===== config.mk =====
export PLATFORM = sky130hd
export DESIGN_NAME = mq_device_flat
export DESIGN_NICKNAME = d
export VERILOG_FILES = /design/src/logic/mq_pkg.sv /design/src/logic/mq_link_if.sv /design/src/logic/mq_device.sv /design/src/logic/flag_bus_port.sv /design/src/flat_wrapper.sv
export SDC_FILE = /design/constraint.sdc
export NUM_CORES = 2
export LEC_CHECK = 0
export BUFFER_PORTS_ARGS = -buffer_cell sky130_fd_sc_hd__buf_2
export CORE_MARGIN = 3
export CORE_UTILIZATION = 25
export DETAILED_ROUTE_END_ITERATION = 6
export MAX_ROUTING_LAYER = met4
export PLACE_DENSITY_LB_ADDON = 0.25
export SLEW_MARGIN = 25
export SYNTH_ARGS = -nofsm -noshare
export SYNTH_HDL_FRONTEND = slang
export SYNTH_SLANG_ARGS = --single-unit
export TNS_END_PERCENT = 10

===== constraint.sdc =====
create_clock -name ref_clk -period 3.37 [get_ports ref_clk]
set_clock_uncertainty 0.1 [all_clocks]
set_input_delay 0 -clock ref_clk [delete_from_list [all_inputs] [get_ports ref_clk]]
set_output_delay 0 -clock ref_clk [all_outputs]
set_load 0.01 [all_outputs]

===== src/logic/mq_pkg.sv =====
package mq_pkg;
  // ----------------------------------------------------------------
  // geometry
  // ----------------------------------------------------------------
  localparam int NUM_Q     = 4;
  localparam int DATA_W    = 18;
  localparam int DEPTH     = 8;
  localparam int PTR_W     = 3;
  localparam int QSEL_W    = 2;
  localparam int ID_W      = 3;
  localparam int RD_ADDR_W = 6;
  localparam int WR_ADDR_W = 5;
  // ----------------------------------------------------------------
  // field positions on the select buses
  // ----------------------------------------------------------------
  localparam int RD_NULL_BIT = 2;
  localparam int RD_ID_LSB   = 3;
  localparam int WR_ID_LSB   = 2;
  // ----------------------------------------------------------------
  // thresholds, counts and reset values
  // ----------------------------------------------------------------
  localparam logic [PTR_W:0]  AE_LEVEL    = 4'h2;
  localparam logic [PTR_W:0]  AF_LEVEL    = 4'h6;
  localparam logic [PTR_W:0]  DEPTH_CNT   = 4'h8;
  localparam logic [4:0]      PROG_CYCLES = 5'h10;
  localparam logic [1:0]      CLEAR_LEAD  = 2'h2;
  localparam logic [1:0]      SEL_PIPE    = 2'h2;
  localparam logic [ID_W-1:0] SCAN_FIRST  = 3'h0;

  typedef enum logic {FLAG_DIRECT, FLAG_POLLED} flag_mode_t;

  // occupancy of a queue from its wrapped pointers
  function automatic logic [PTR_W:0] fillCount(input logic [PTR_W:0] wp, input logic [PTR_W:0] rp);
    return PTR_W'(0) + (wp - rp);
  endfunction

  // device identity field compare, shared by both select buses
  function automatic logic idMatch(input logic [ID_W-1:0] a, input logic [ID_W-1:0] b);
    return a == b;
  endfunction
endpackage


===== src/logic/mq_link_if.sv =====
`timescale 1ns/1ps
interface mq_link_if;
  // write port
  logic [mq_pkg::DATA_W-1:0]    writeData;
  logic                         writeEnable_n;
  logic [mq_pkg::WR_ADDR_W-1:0] writeSelectBus;
  logic                         writeQueueSelectStrobe;
  logic                         fullFlagDeviceStrobe;
  logic                         queuePointerClear_n;
  // read port
  logic [mq_pkg::RD_ADDR_W-1:0] readSelectBus;
  logic                         readQueueSelectStrobe;
  logic                         emptyFlagDeviceStrobe;
  logic                         readEnable_n;
  logic                         outputEnable_n;
  // device outputs, three-state ones carry an active-low enable
  logic [mq_pkg::DATA_W-1:0]    readData;
  logic                         readDataOe_n;
  logic                         outputValid_n;
  logic                         outputValidOe_n;
  logic                         almostEmptyFlag;
  logic                         almostFullFlag;
  logic [mq_pkg::NUM_Q-1:0]     almostEmptyStatusBus;
  logic                         emptyBusOe_n;
  logic [mq_pkg::NUM_Q-1:0]     almostFullStatusBus;
  logic                         fullBusOe_n;
  logic                         emptyScanSync;
  logic                         fullScanSync;
  logic                         serialProgramDone_n;

  modport dev (
    input  writeData, writeEnable_n, writeSelectBus, writeQueueSelectStrobe, fullFlagDeviceStrobe,
           queuePointerClear_n, readSelectBus, readQueueSelectStrobe, emptyFlagDeviceStrobe,
           readEnable_n, outputEnable_n,
    output readData, readDataOe_n, outputValid_n, outputValidOe_n, almostEmptyFlag, almostFullFlag,
           almostEmptyStatusBus, emptyBusOe_n, almostFullStatusBus, fullBusOe_n, emptyScanSync,
           fullScanSync, serialProgramDone_n
  );
  modport ctl (
    output writeData, writeEnable_n, writeSelectBus, writeQueueSelectStrobe, fullFlagDeviceStrobe,
           queuePointerClear_n, readSelectBus, readQueueSelectStrobe, emptyFlagDeviceStrobe,
           readEnable_n, outputEnable_n,
    input  readData, readDataOe_n, outputValid_n, outputValidOe_n, almostEmptyFlag, almostFullFlag,
           almostEmptyStatusBus, emptyBusOe_n, almostFullStatusBus, fullBusOe_n, emptyScanSync,
           fullScanSync, serialProgramDone_n
  );
endinterface


===== src/logic/mq_device.sv =====
// Overview of operation
// - almostEmptyFlag low when read queue almost empty
// - empty status bus shows four queues
// - flag mode captured during master reset
// - direct mode: strobe plus id picks device
// - polled mode steps devices, emits scan sync
// - almostFullFlag low when write queue almost full
// - full status bus direct or polled per edge
// - both status buses can release the lines
// - selected queue line mirrors single empty flag
// - select queue on both ports two cycles before clear
// - clear held low exactly one cycle
// - clear resets only that queue's pointers
// - read data is eighteen bits wide
// - word advances when enabled, output enabled, selected
// - read queue taken on select strobe edge
// - select strobe only during queue change cycles
// - never select strobe with device strobe
// - no read select before programming done
// - clock runs continuously, never gated
// - read select six bits, low two pick queue
// - bit two selects the null queue
// - top three bits compared with device id
// - previous queue word, then new queue word
// - output valid trails selection by two cycles
//
// Decided for this implementation: the register addresses and the strobed register port.
`timescale 1ns/1ps
module mq_device (
  input  wire logic                     ref_clk,
  input  wire logic                     srst,
  input  wire logic [mq_pkg::ID_W-1:0]  deviceIdStrap,
  input  wire logic                     flagScanModeSelect,
  mq_link_if.dev                        link
);
  typedef struct packed {
    logic [mq_pkg::NUM_Q-1:0][mq_pkg::DEPTH-1:0][mq_pkg::DATA_W-1:0] mem;
    logic [mq_pkg::NUM_Q-1:0][mq_pkg::PTR_W:0]                         wrPtr;
    logic [mq_pkg::NUM_Q-1:0][mq_pkg::PTR_W:0]                         rdPtr;
    logic [mq_pkg::ID_W-1:0]                                           devId;
    mq_pkg::flag_mode_t                                                mode;
    logic [mq_pkg::QSEL_W-1:0]                                         wrQ;
    logic                                                              wrSel;
    logic [mq_pkg::QSEL_W-1:0]                                         rdQ;
    logic                                                              rdSel;
    logic [mq_pkg::QSEL_W-1:0]                                         prevQ;
    logic                                                              prevSel;
    logic [1:0]                                                        selPhase;
    logic [mq_pkg::DATA_W-1:0]                                         dataOut;
    logic                                                              outValid;
    logic [4:0]                                                        progCnt;
    logic                                                              aeFlag;
    logic                                                              afFlag;
  } dev_state_t;

  dev_state_t s_q;
  dev_state_t s_d;

  logic [mq_pkg::NUM_Q-1:0]  aeN;
  logic [mq_pkg::NUM_Q-1:0]  afN;
  logic [mq_pkg::PTR_W:0]    cnt [mq_pkg::NUM_Q];
  logic [mq_pkg::QSEL_W-1:0] popQ;
  logic                      popReq;
  logic                      rdMatch;
  logic                      wrMatch;
  logic                      estrMatch;

  // ----------------------------------------------------------------
  // per-queue occupancy and active-low almost flags
  // ----------------------------------------------------------------
  always_comb begin
    for (int q = 0; q < mq_pkg::NUM_Q; q++) begin
      cnt[q] = mq_pkg::fillCount(s_q.wrPtr[q], s_q.rdPtr[q]);
      aeN[q] = ~(cnt[q] <= mq_pkg::AE_LEVEL);
      afN[q] = ~(cnt[q] >= mq_pkg::AF_LEVEL);
    end
  end

  // address decode for both select buses
  assign rdMatch = mq_pkg::idMatch(link.readSelectBus[mq_pkg::RD_ADDR_W-1:mq_pkg::RD_ID_LSB], s_q.devId);
  assign wrMatch = mq_pkg::idMatch(link.writeSelectBus[mq_pkg::WR_ADDR_W-1:mq_pkg::WR_ID_LSB], s_q.devId);
  assign estrMatch = link.emptyFlagDeviceStrobe & (s_q.mode == mq_pkg::FLAG_DIRECT);

  // ----------------------------------------------------------------
  // read pipeline source: old queue, then new queue, then by enables
  // ----------------------------------------------------------------
  always_comb begin
    popQ   = s_q.rdQ;
    popReq = 1'b0;
    unique case (s_q.selPhase)
      2'h2: begin
        popQ   = s_q.prevQ;
        popReq = s_q.prevSel;
      end
      2'h1: begin
        popReq = s_q.rdSel;
      end
      2'h0: begin
        popReq = s_q.rdSel & ~link.readEnable_n & ~link.outputEnable_n;
      end
      default: begin
        popReq = 1'b0;
      end
    endcase
  end

  // ----------------------------------------------------------------
  // next state
  // ----------------------------------------------------------------
  always_comb begin
    s_d = s_q;
    // programming is outside this block; done is a fixed count
    if (s_q.progCnt != '0) begin
      s_d.progCnt = s_q.progCnt - 5'h1;
    end

    // write select and write
    if (link.writeQueueSelectStrobe) begin
      s_d.wrSel = wrMatch;
      s_d.wrQ   = link.writeSelectBus[mq_pkg::QSEL_W-1:0];
    end
    if (!link.writeEnable_n && s_q.wrSel && cnt[s_q.wrQ] != mq_pkg::DEPTH_CNT) begin
      s_d.mem[s_q.wrQ][s_q.wrPtr[s_q.wrQ][mq_pkg::PTR_W-1:0]] = link.writeData;
      s_d.wrPtr[s_q.wrQ] = s_q.wrPtr[s_q.wrQ] + 4'h1;
    end

    // read queue select; the selected pipeline runs on from the old queue
    if (s_q.selPhase != 2'h0) begin
      s_d.selPhase = s_q.selPhase - 2'h1;
    end
    if (link.readQueueSelectStrobe) begin
      s_d.prevQ    = s_q.rdQ;
      s_d.prevSel  = s_q.rdSel;
      s_d.rdQ      = link.readSelectBus[mq_pkg::QSEL_W-1:0];
      s_d.rdSel    = rdMatch & ~link.readSelectBus[mq_pkg::RD_NULL_BIT];
      s_d.selPhase = mq_pkg::SEL_PIPE;
    end

    // output register: eighteen bits, advanced only on a pop
    if (popReq) begin
      s_d.outValid = (cnt[popQ] != '0);
      if (cnt[popQ] != '0) begin
        s_d.dataOut     = s_q.mem[popQ][s_q.rdPtr[popQ][mq_pkg::PTR_W-1:0]];
        s_d.rdPtr[popQ] = s_q.rdPtr[popQ] + 4'h1;
      end
    end else if (s_q.selPhase == 2'h1) begin
      s_d.outValid = 1'b0;
    end

    // pointer clear of the queue selected on the write port; config untouched
    if (!link.queuePointerClear_n && s_q.wrSel) begin
      s_d.wrPtr[s_q.wrQ] = '0;
      s_d.rdPtr[s_q.wrQ] = '0;
      if (s_q.wrQ == s_q.rdQ) begin
        s_d.outValid = 1'b0;
      end
    end

    // single flags registered from the same counts the buses see
    s_d.aeFlag = ~s_q.rdSel | aeN[s_q.rdQ];
    s_d.afFlag = ~s_q.wrSel | afN[s_q.wrQ];

    // master reset captures the straps; sync reset so ports are legal here
    if (srst) begin
      s_d         = '0;
      s_d.devId   = deviceIdStrap;
      s_d.mode    = flagScanModeSelect ? mq_pkg::FLAG_POLLED : mq_pkg::FLAG_DIRECT;
      s_d.progCnt = mq_pkg::PROG_CYCLES;
      s_d.aeFlag  = 1'b1;
      s_d.afFlag  = 1'b1;
    end
  end

  // ----------------------------------------------------------------
  // registers
  // ----------------------------------------------------------------
  always_ff @(posedge ref_clk) begin
    s_q <= s_d;
  end

  // ----------------------------------------------------------------
  // status buses
  // ----------------------------------------------------------------
  // empty side: device picked by its strobe and the read id field
  flag_bus_port emptyBus (
    .ref_clk  (ref_clk),
    .srst     (srst),
    .polled   (s_q.mode == mq_pkg::FLAG_POLLED),
    .devId    (s_q.devId),
    .strobe   (estrMatch),
    .selId    (link.readSelectBus[mq_pkg::RD_ADDR_W-1:mq_pkg::RD_ID_LSB]),
    .flagsN   (aeN),
    .busOut   (link.almostEmptyStatusBus),
    .busOe_n  (link.emptyBusOe_n),
    .scanSync (link.emptyScanSync)
  );

  // full side: picked with full strobe and write select bus
  flag_bus_port fullBus (
    .ref_clk  (ref_clk),
    .srst     (srst),
    .polled   (s_q.mode == mq_pkg::FLAG_POLLED),
    .devId    (s_q.devId),
    .strobe   (link.fullFlagDeviceStrobe & (s_q.mode == mq_pkg::FLAG_DIRECT)),
    .selId    (link.writeSelectBus[mq_pkg::WR_ADDR_W-1:mq_pkg::WR_ID_LSB]),
    .flagsN   (afN),
    .busOut   (link.almostFullStatusBus),
    .busOe_n  (link.fullBusOe_n),
    .scanSync (link.fullScanSync)
  );

  // ----------------------------------------------------------------
  // pin outputs
  // ----------------------------------------------------------------
  // data lines float unless this device holds the read port or held it before the last select; valid floats once it has handed over
  assign link.readData            = s_q.dataOut;
  assign link.readDataOe_n        = link.outputEnable_n | ~(s_q.rdSel | s_q.prevSel);
  assign link.outputValid_n       = ~s_q.outValid;
  assign link.outputValidOe_n     = ~(s_q.rdSel | (s_q.prevSel & (s_q.selPhase != 2'h0)));
  assign link.almostEmptyFlag     = s_q.aeFlag;
  assign link.almostFullFlag      = s_q.afFlag;
  assign link.serialProgramDone_n = (s_q.progCnt != '0);
endmodule // mq_device


===== src/logic/flag_bus_port.sv =====
`timescale 1ns/1ps
// one four-line status bus: direct device pick or polled scan
module flag_bus_port (
  input  wire logic                      ref_clk,
  input  wire logic                      srst,
  input  wire logic                      polled,
  input  wire logic [mq_pkg::ID_W-1:0]   devId,
  input  wire logic                      strobe,
  input  wire logic [mq_pkg::ID_W-1:0]   selId,
  input  wire logic [mq_pkg::NUM_Q-1:0]  flagsN,
  output logic      [mq_pkg::NUM_Q-1:0]  busOut,
  output logic                           busOe_n,
  output logic                           scanSync
);
  typedef struct packed {
    logic [mq_pkg::ID_W-1:0]  scanId;
    logic [mq_pkg::ID_W-1:0]  shownId;
    logic [mq_pkg::NUM_Q-1:0] busOut;
    logic                     drive;
    logic                     sync;
  } bus_state_t;

  bus_state_t s_q;
  bus_state_t s_d;

  // ----------------------------------------------------------------
  // next state
  // ----------------------------------------------------------------
  always_comb begin
    s_d        = s_q;
    s_d.busOut = flagsN;
    if (polled) begin
      // every device steps the same counter, so the chain shares slots
      s_d.scanId = s_q.scanId + 3'h1;
      s_d.drive  = mq_pkg::idMatch(s_q.scanId, devId);
      s_d.sync   = (s_q.scanId == mq_pkg::SCAN_FIRST);
    end else begin
      if (strobe) begin
        s_d.shownId = selId;
      end
      s_d.drive = mq_pkg::idMatch(strobe ? selId : s_q.shownId, devId);
      s_d.sync  = 1'b0;
    end
  end

  // ----------------------------------------------------------------
  // registers
  // ----------------------------------------------------------------
  always_ff @(posedge ref_clk) begin
    if (srst) begin
      s_q <= '0;
    end else begin
      s_q <= s_d;
    end
  end

  assign busOut   = s_q.busOut;
  assign busOe_n  = ~s_q.drive;
  assign scanSync = s_q.sync;
endmodule // flag_bus_port


===== src/flat_wrapper.sv =====
// flat-port wrapper written by rule: the top's interface ports become plain ports
module mq_device_flat 
  (ref_clk, srst, deviceIdStrap, flagScanModeSelect, link_writeData, link_writeEnable_n, link_writeSelectBus, link_writeQueueSelectStrobe, link_fullFlagDeviceStrobe, link_queuePointerClear_n, link_readSelectBus, link_readQueueSelectStrobe, link_emptyFlagDeviceStrobe, link_readEnable_n, link_outputEnable_n, link_readData, link_readDataOe_n, link_outputValid_n, link_outputValidOe_n, link_almostEmptyFlag, link_almostFullFlag, link_almostEmptyStatusBus, link_emptyBusOe_n, link_almostFullStatusBus, link_fullBusOe_n, link_emptyScanSync, link_fullScanSync, link_serialProgramDone_n);
  mq_link_if link_i ();
  input  wire logic ref_clk;
  input  wire logic srst;
  input  wire logic [mq_pkg::ID_W-1:0] deviceIdStrap;
  input  wire logic flagScanModeSelect;
  input wire logic [$bits(link_i.writeData)-1:0] link_writeData;
  input wire logic [$bits(link_i.writeEnable_n)-1:0] link_writeEnable_n;
  input wire logic [$bits(link_i.writeSelectBus)-1:0] link_writeSelectBus;
  input wire logic [$bits(link_i.writeQueueSelectStrobe)-1:0] link_writeQueueSelectStrobe;
  input wire logic [$bits(link_i.fullFlagDeviceStrobe)-1:0] link_fullFlagDeviceStrobe;
  input wire logic [$bits(link_i.queuePointerClear_n)-1:0] link_queuePointerClear_n;
  input wire logic [$bits(link_i.readSelectBus)-1:0] link_readSelectBus;
  input wire logic [$bits(link_i.readQueueSelectStrobe)-1:0] link_readQueueSelectStrobe;
  input wire logic [$bits(link_i.emptyFlagDeviceStrobe)-1:0] link_emptyFlagDeviceStrobe;
  input wire logic [$bits(link_i.readEnable_n)-1:0] link_readEnable_n;
  input wire logic [$bits(link_i.outputEnable_n)-1:0] link_outputEnable_n;
  output wire logic [$bits(link_i.readData)-1:0] link_readData;
  output wire logic [$bits(link_i.readDataOe_n)-1:0] link_readDataOe_n;
  output wire logic [$bits(link_i.outputValid_n)-1:0] link_outputValid_n;
  output wire logic [$bits(link_i.outputValidOe_n)-1:0] link_outputValidOe_n;
  output wire logic [$bits(link_i.almostEmptyFlag)-1:0] link_almostEmptyFlag;
  output wire logic [$bits(link_i.almostFullFlag)-1:0] link_almostFullFlag;
  output wire logic [$bits(link_i.almostEmptyStatusBus)-1:0] link_almostEmptyStatusBus;
  output wire logic [$bits(link_i.emptyBusOe_n)-1:0] link_emptyBusOe_n;
  output wire logic [$bits(link_i.almostFullStatusBus)-1:0] link_almostFullStatusBus;
  output wire logic [$bits(link_i.fullBusOe_n)-1:0] link_fullBusOe_n;
  output wire logic [$bits(link_i.emptyScanSync)-1:0] link_emptyScanSync;
  output wire logic [$bits(link_i.fullScanSync)-1:0] link_fullScanSync;
  output wire logic [$bits(link_i.serialProgramDone_n)-1:0] link_serialProgramDone_n;
  assign link_i.writeData = link_writeData;
  assign link_i.writeEnable_n = link_writeEnable_n;
  assign link_i.writeSelectBus = link_writeSelectBus;
  assign link_i.writeQueueSelectStrobe = link_writeQueueSelectStrobe;
  assign link_i.fullFlagDeviceStrobe = link_fullFlagDeviceStrobe;
  assign link_i.queuePointerClear_n = link_queuePointerClear_n;
  assign link_i.readSelectBus = link_readSelectBus;
  assign link_i.readQueueSelectStrobe = link_readQueueSelectStrobe;
  assign link_i.emptyFlagDeviceStrobe = link_emptyFlagDeviceStrobe;
  assign link_i.readEnable_n = link_readEnable_n;
  assign link_i.outputEnable_n = link_outputEnable_n;
  assign link_readData = link_i.readData;
  assign link_readDataOe_n = link_i.readDataOe_n;
  assign link_outputValid_n = link_i.outputValid_n;
  assign link_outputValidOe_n = link_i.outputValidOe_n;
  assign link_almostEmptyFlag = link_i.almostEmptyFlag;
  assign link_almostFullFlag = link_i.almostFullFlag;
  assign link_almostEmptyStatusBus = link_i.almostEmptyStatusBus;
  assign link_emptyBusOe_n = link_i.emptyBusOe_n;
  assign link_almostFullStatusBus = link_i.almostFullStatusBus;
  assign link_fullBusOe_n = link_i.fullBusOe_n;
  assign link_emptyScanSync = link_i.emptyScanSync;
  assign link_fullScanSync = link_i.fullScanSync;
  assign link_serialProgramDone_n = link_i.serialProgramDone_n;
  mq_device u_core (.ref_clk(ref_clk), .srst(srst), .deviceIdStrap(deviceIdStrap), .flagScanModeSelect(flagScanModeSelect), .link(link_i));
endmodule

# ---- Word level (Yosys, flattened, before mapping)
# Cells that the tools add are included.
dict set report classes {
  bitwise_logic 35
  n_eq_ne 10
  order_cmp 18
  n_addsub 10
  n_reduce_logical 18
  n_mux 46
}
# cell n
set op_table {}
lappend op_table {{bitwise mux 576 bit} 1}
lappend op_table {{binary-select mux 144 bit (select 2 bit)} 1}
lappend op_table {{demux 144 bit (select 2 bit)} 1}
lappend op_table {{2-to-1 mux 144 bit} 2}
lappend op_table {{binary-select mux 18 bit (select 3 bit)} 1}
lappend op_table {{demux 18 bit (select 3 bit)} 1}
lappend op_table {{2-to-1 mux 16 bit} 3}
lappend op_table {{2-to-1 mux 18 bit} 2}
lappend op_table {{bitwise AND 16 bit} 2}
lappend op_table {{binary-select mux 4 bit (select 2 bit)} 4}
lappend op_table {{bitwise mux 16 bit} 2}
lappend op_table {{2-to-1 mux 32 bit} 1}
lappend op_table {{2-to-1 mux 4 bit} 8}
lappend op_table {{inverter 1 bit} 19}
lappend op_table {{== test 3 bit} 6}
lappend op_table {{demux 4 bit (select 2 bit)} 2}
lappend op_table {{greater-or-equal comparator 4 x 3 -> 1 bit (second input constant)} 4}
lappend op_table {{<= comparator 4 x 2 -> 1 bit (second input constant)} 4}
lappend op_table {{inverter 16 bit} 1}
lappend op_table {{subtractor 4 bit} 4}
lappend op_table {{2-to-1 mux 2 bit} 5}
lappend op_table {{less-than comparator 2 x 3 -> 1 bit (second input constant)} 3}
lappend op_table {{adder 4 x 1 -> 4 bit (second input constant)} 2}
lappend op_table {{less-than comparator 3 x 4 -> 1 bit (second input constant)} 2}
lappend op_table {{other kinds (26)} 56}
dict set report word_totals {
  wordCells 202
  out_inout_bits 36
  reg_bits 673
  inputBits 43
}

# ---- Depth between registers and ports, before layout
dict set report depth {
  word_depth 11
  mapped_depth 14
  depth_no_buf 11
}

# ---- By module
# Synthesis repeated with hierarchy kept, for this count alone.
dict set report unflattened {
  hier_cells 3522
  area_unflattened_um2 29784.8
}
# mod seq_area_each_um2 instances cells_each area_per_inst_um2
set modules_own_cells {}
lappend modules_own_cells {mq_device 13032.5 1 3414 28708.8}
lappend modules_own_cells {flag_bus_port 240.2 2 54 538.0}

# ---- Worst setup path after synthesis
# OpenSTA, ideal clock, no wires.
dict set report synth_path {
  path_kind {register to register}
  startpoint {register u_core.s_q[61] (netlist bit)}
  endpoint {register u_core.s_q[224] (netlist bit)}
  path_stages_with_launch 13
  setup_ns 0.128
  arrival_time_ns 2.783
  setup_slack_ns 0.360
  path_buffers 2
  synth_period_minus_slack_ns 3.010
  required_ns 3.142
  path_cell_list {dfxtp_1 inv_1 ha_1 inv_1 fa_1 xor2_1 nor3b_1 a2111oi_2 buf_2 nand2_1 buf_2 mux2i_1 nor2_1}
}
dict set report synth_via {
  elab_chain_len 9
  elab_cells_between_ends 16
  classes_between {add/sub (1); order compare (2); eq/ne (1); mux (10); reduce/logical (2)}
}
# item line_no
set synth_rtl {}
lappend synth_rtl {{start: declaration} mq_device.sv:56} ;# dev_state_t s_q;
lappend synth_rtl {{start signal: assignment} mq_device.sv:178} ;# s_q <= s_d;
lappend synth_rtl {{binary-select mux 4 bit (select 2 bit)} mq_device.sv:123} ;# s_d.mem[s_q.wrQ][s_q.wrPtr[s_q.wrQ][mq_pkg::PTR_W-1:0]] = link.writeData;
lappend synth_rtl {{2-to-1 mux 4 bit (not written as such)} mq_device.sv:123}
lappend synth_rtl {{less-than comparator 3 x 4 -> 1 bit (not written as such) / greater-or-equal comparator 3 x 1 -> 1 bit (equally long branches)} mq_device.sv:123}
lappend synth_rtl {{logical AND 1 bit (not written as such)} mq_device.sv:123}
lappend synth_rtl {{2-to-1 mux 18 bit (not written as such)} mq_device.sv:123}
lappend synth_rtl {{demux 18 bit (select 3 bit)} --}
lappend synth_rtl {{2-to-1 mux 144 bit (not written as such)} mq_device.sv:123}
lappend synth_rtl {{demux 144 bit (select 2 bit)} --}
lappend synth_rtl {{bitwise mux 576 bit} mq_device.sv:123}
# Parallel ways exist; a longest one is shown, timed or not. The select of a mux whose other input is x is not followed.
# A chain may end at the register's enable or synchronous reset.

# ---- Final worst setup path
dict set report layout_path {
  startpoint {register u_core.s_q[27] (netlist bit)}
  endpoint {register u_core.s_q, in the netlist u_core.link.readData[5]}
}
dict set report layout_via {
  elab_chain_len 8
  elab_cells_between_ends 17
  classes_between {eq/ne (2); mux (11); bitwise (1); reduce/logical (3)}
}
# item line_no
set layout_rtl {}
lappend layout_rtl {{== test 2 bit} mq_device.sv:90} ;# unique case (s_q.selPhase)
lappend layout_rtl {{2-to-1 mux 2 bit} mq_device.sv:90}
lappend layout_rtl {{inverter 2 -> 3 bit (not written as such)} mq_device.sv:142} ;# if (cnt[popQ] != '0) begin
lappend layout_rtl {{binary-select mux 4 bit (select 2 bit)} mq_device.sv:142}
lappend layout_rtl {{2-to-1 mux 4 bit (not written as such) (2 in series)} mq_device.sv:142}
lappend layout_rtl {{nonzero test 4 bit} mq_device.sv:142}
lappend layout_rtl {{AND reduction 2 bit (no source line)} --}
# Parallel ways exist; a longest one is shown, timed or not. The select of a mux whose other input is x is not followed.

==> flow_summary.yaml <==
run_status:
  status: "finished clean"
synthesis:
  syn_area_um2: 30130
  synth_ff_type: "dfxtp_1"
  synth.area.top_cells: "dfxtp_1, mux2i_1, nor2_1"
  synth_cell_types: 79
  ys_seq_area_share_pct: 44.85
  synth_nets: 3371
  yosysMostFrequentCell: "dfxtp_1"
  ys_ff_latch: 673
  ys_async_sr_fraction_pct: 0
  synthMuxAreaShare_pct: 20.73
  synth-simple-area-share_pct: 15.20
  synth_warnings: 0
  syn_area_per_cell_um2: 9.117
  synth_edf_count: 4
  synth_top_family_by_area: "multiplexers"
  synth.largest_area_cell: "dfxtp_1"
  synth_compound_area_share_pct: 11.70
  synth_adder_area_share_pct: 1.055
  synthCells: 3305
  netlist.area_leader.share_pct: 44.45
  synth_common_cells: "dfxtp_1, nor2_1, mux2i_1"
  synth_xor_area_share_pct: 1.163
sta:
  final.period_utilization_pct: 96.58
  grt_setup_unrepaired: "true"
  setup_viol: 0
  fin_ws_ps: 115.2
  relSlewSlack_pct: 35.79
  final_max_slew_viol_count: 0
  layout_min_cycle_time_ps: 3255
  max_freq_mhz: 307.2
  finalSetupTns_ps: 0
  max_slew.worst_pin.slew_ps: 963.1
  finalHoldViolCount: 0
floorplan:
  dieArea_um2: 124700
  core_um2: 118900
  start_util_pct: 25.35
  boundaryPins: 79
  die_y_um: 353.2
  rows: 126
  die_width_um: 353.2
grt:
  grt_util_all_layers_pct: 17.35
  grt-ovfl-total: 0
  grt_max_degree: 180
  antenna_found_initial: 3
  grt_pass1_wl_mm: 161.4
  grt_pass1_vias: 23726
detailed_routing:
  avgRoutedWirePerCell_um: 21.77
  dr.pass1.iters: 5
  drt-vias-per-instance: 4.917
  drc: 0
  num_vias: 24524
  routed_wl_mm: 108.6
  ant_nets: 0
  drt_iter0_markers: 2244
final_layout:
  fillers: 12564
  layout.nets: 3400
  final_util_pct: 30.45
  diodes: 0
  final_cells: 4988
  syn2layout_area_growth_pct: 20.12
  multi_input_area_um2: 15260
  drive_gt1_share_pct: 12.90
  seq_area_um2: 13510
setup_path:
  crit_buf_inv: 3
  cp_slowest_cell: "a221oi_1"
  crit_path_start_kind: "register"
  slowest_delay_ps: 580
  required_ps: 3850
  critPathKind: "reg -> reg"
  path_common_cell: "buf_4"
  critPathMaxFanout: 44
  worstSetupEndpointType: "register"
  cp_cell_sequence: "nor2b_2 -> buf_4 -> mux2i_4 -> buf_12 -> o211ai_1 -> nand2_1 -> buf_4 -> nor2_1 -> a221oi_1 -> a32o_1"
  cp.arrival_ps: 3730
  critical_path.top_delay_family: "compound AO/OA/AOI/OAI gates"
cts:
  clockBufferDepth: 3
  cts_made_buffers: 73
  clkLatencyLatePin_ps: 630
  cts_setup_buffers: 0
  cts_tree: "yes"
  htree_levels: 3
  cts-root-buf: "clkbuf_16"
  cts.sinks: 673
  clkSlewWorstSetupHoldPaths_ps: 70
job:
  maxCapViolations: 0
placed_design:
  io_buffer_count: 78
  dp_cells: 4791
  place.gp.congestion: 0.8274
  dp_hpwl_mm: 65.46
  place_ws_ps: 92.29
power_and_ir_drop:
  peakVddDrop_v: 0.0003551
  power_density_nw_per_um2: 499.3
  power_mw: 18.07
  leakage_nw: 12.86
min_path:
  hold_path_class: "in -> reg"
[worst paths after layout]
| kind | from | slack [ps] | to | cells after the start |
|---|---|---|---|---|
| min reg2reg | u_core.s_q[136] | 350 | u_core.s_q[136] | 2 |
| max | u_core.s_q[27] | 120 | u_core.link.readData[5] | 10 |
| max reg2reg | u_core.s_q[27] | 120 | u_core.link.readData[5] | 10 |
| min | link_outputEnable_n | 50 | u_core.s_q[7] | 5 |
[logic make-up after synthesis]
| logic type | count (synthesis) |
|---|---|
| flops | 673 |
| xor+xnor | 40 |
| simple gates | 1125 |
| mux | 546 |
| fa+ha+maj | 23 |
| buf+inv | 364 |
| compound gates | 534 |
[stage by stage]
step	area (um2)	hold slack [ps]
2_1_floorplan	30130	-1.131
3_3_place_gp	32900	82.14
3_5_place_dp	32900	82.45
4_1_cts	36180	3.580
5_1_grt	36190	86.51
6_report	36190	53.49
[report_power, final]
part	total, mW	leakage (nW)	internal, mW	switching, mW
sequential	8.07	5.43	8.02	0.0495
clock	8.76	1.28	5.23	3.53
combinational	1.24	6.15	0.401	0.844
total	18.1	12.9	13.6	4.42
[layout by cell type, fill, tap and decap left out, drive strengths merged, types with 9 or more instances in the layout]
cell,count
clkbuf,105
nor2b,9
a211oi,18
bufinv,9
a311oi,13
ha,19
nand3,36
o211ai,10
mux2i,483
nand2,465
mux4,62
nor4,30
a21oi,250
a221oi,26
buf,208
dlygate4sd3,68
clkinv,12
xor2,20
xnor2,20
nor2,512
a31oi,16
inv,44
nor3,18
nand2b,10
a32o,14
o21ai,19
dfxtp,669
a22oi,100
nand3b,9
[per-layer routing]
layer / GRT usage, % / wire length (um) / share of wire (%)
met4: 3.826 / 2228 / 2.1
met3: 1.885 / 4977 / 4.6
met2: 26.46 / 48140 / 44
met5: - / 0 / 0
met1: 24.66 / 53260 / 49
[tightest hold or removal path, cell delays in order]
cell and delay (ps):
buf_2 120, o21bai_1 110, a32oi_1 200, a21oi_1 220, a311oi_1 70
[area by class of cell]
class,instances,area share [%]
Clock buffer,105,6.050
Clock inverter,24,1.124
Inverter,42,0.4391
Multi-Input combinational cell,2268,42.17
Sequential cell,673,37.34
Tap cell,1600,5.531
Timing Repair Buffer,276,7.353
[state kept, by name, indices dropped and copies added, names as in the netlist, named ones only]
signal / count
u_core.emptyBus.busOut: 4
u_core.emptyBus.s_q: 7
u_core.emptyBus.scanSync: 1
u_core.fullBus.busOut: 4
u_core.fullBus.s_q: 7
u_core.fullBus.scanSync: 1
u_core.link.almostEmptyFlag: 1
u_core.link.almostFullFlag: 1
u_core.link.readData: 18
u_core.s_q: 626
[timing repair]
item | in CTS | in global routing
setup endpoints to repair | 0 | 15
hold buffers | 68 | 0
endpoints found under the hold margin | 571 | 0
resized for setup | 0 | 4
No activity file was read; power rests on OpenSTA's default activity.
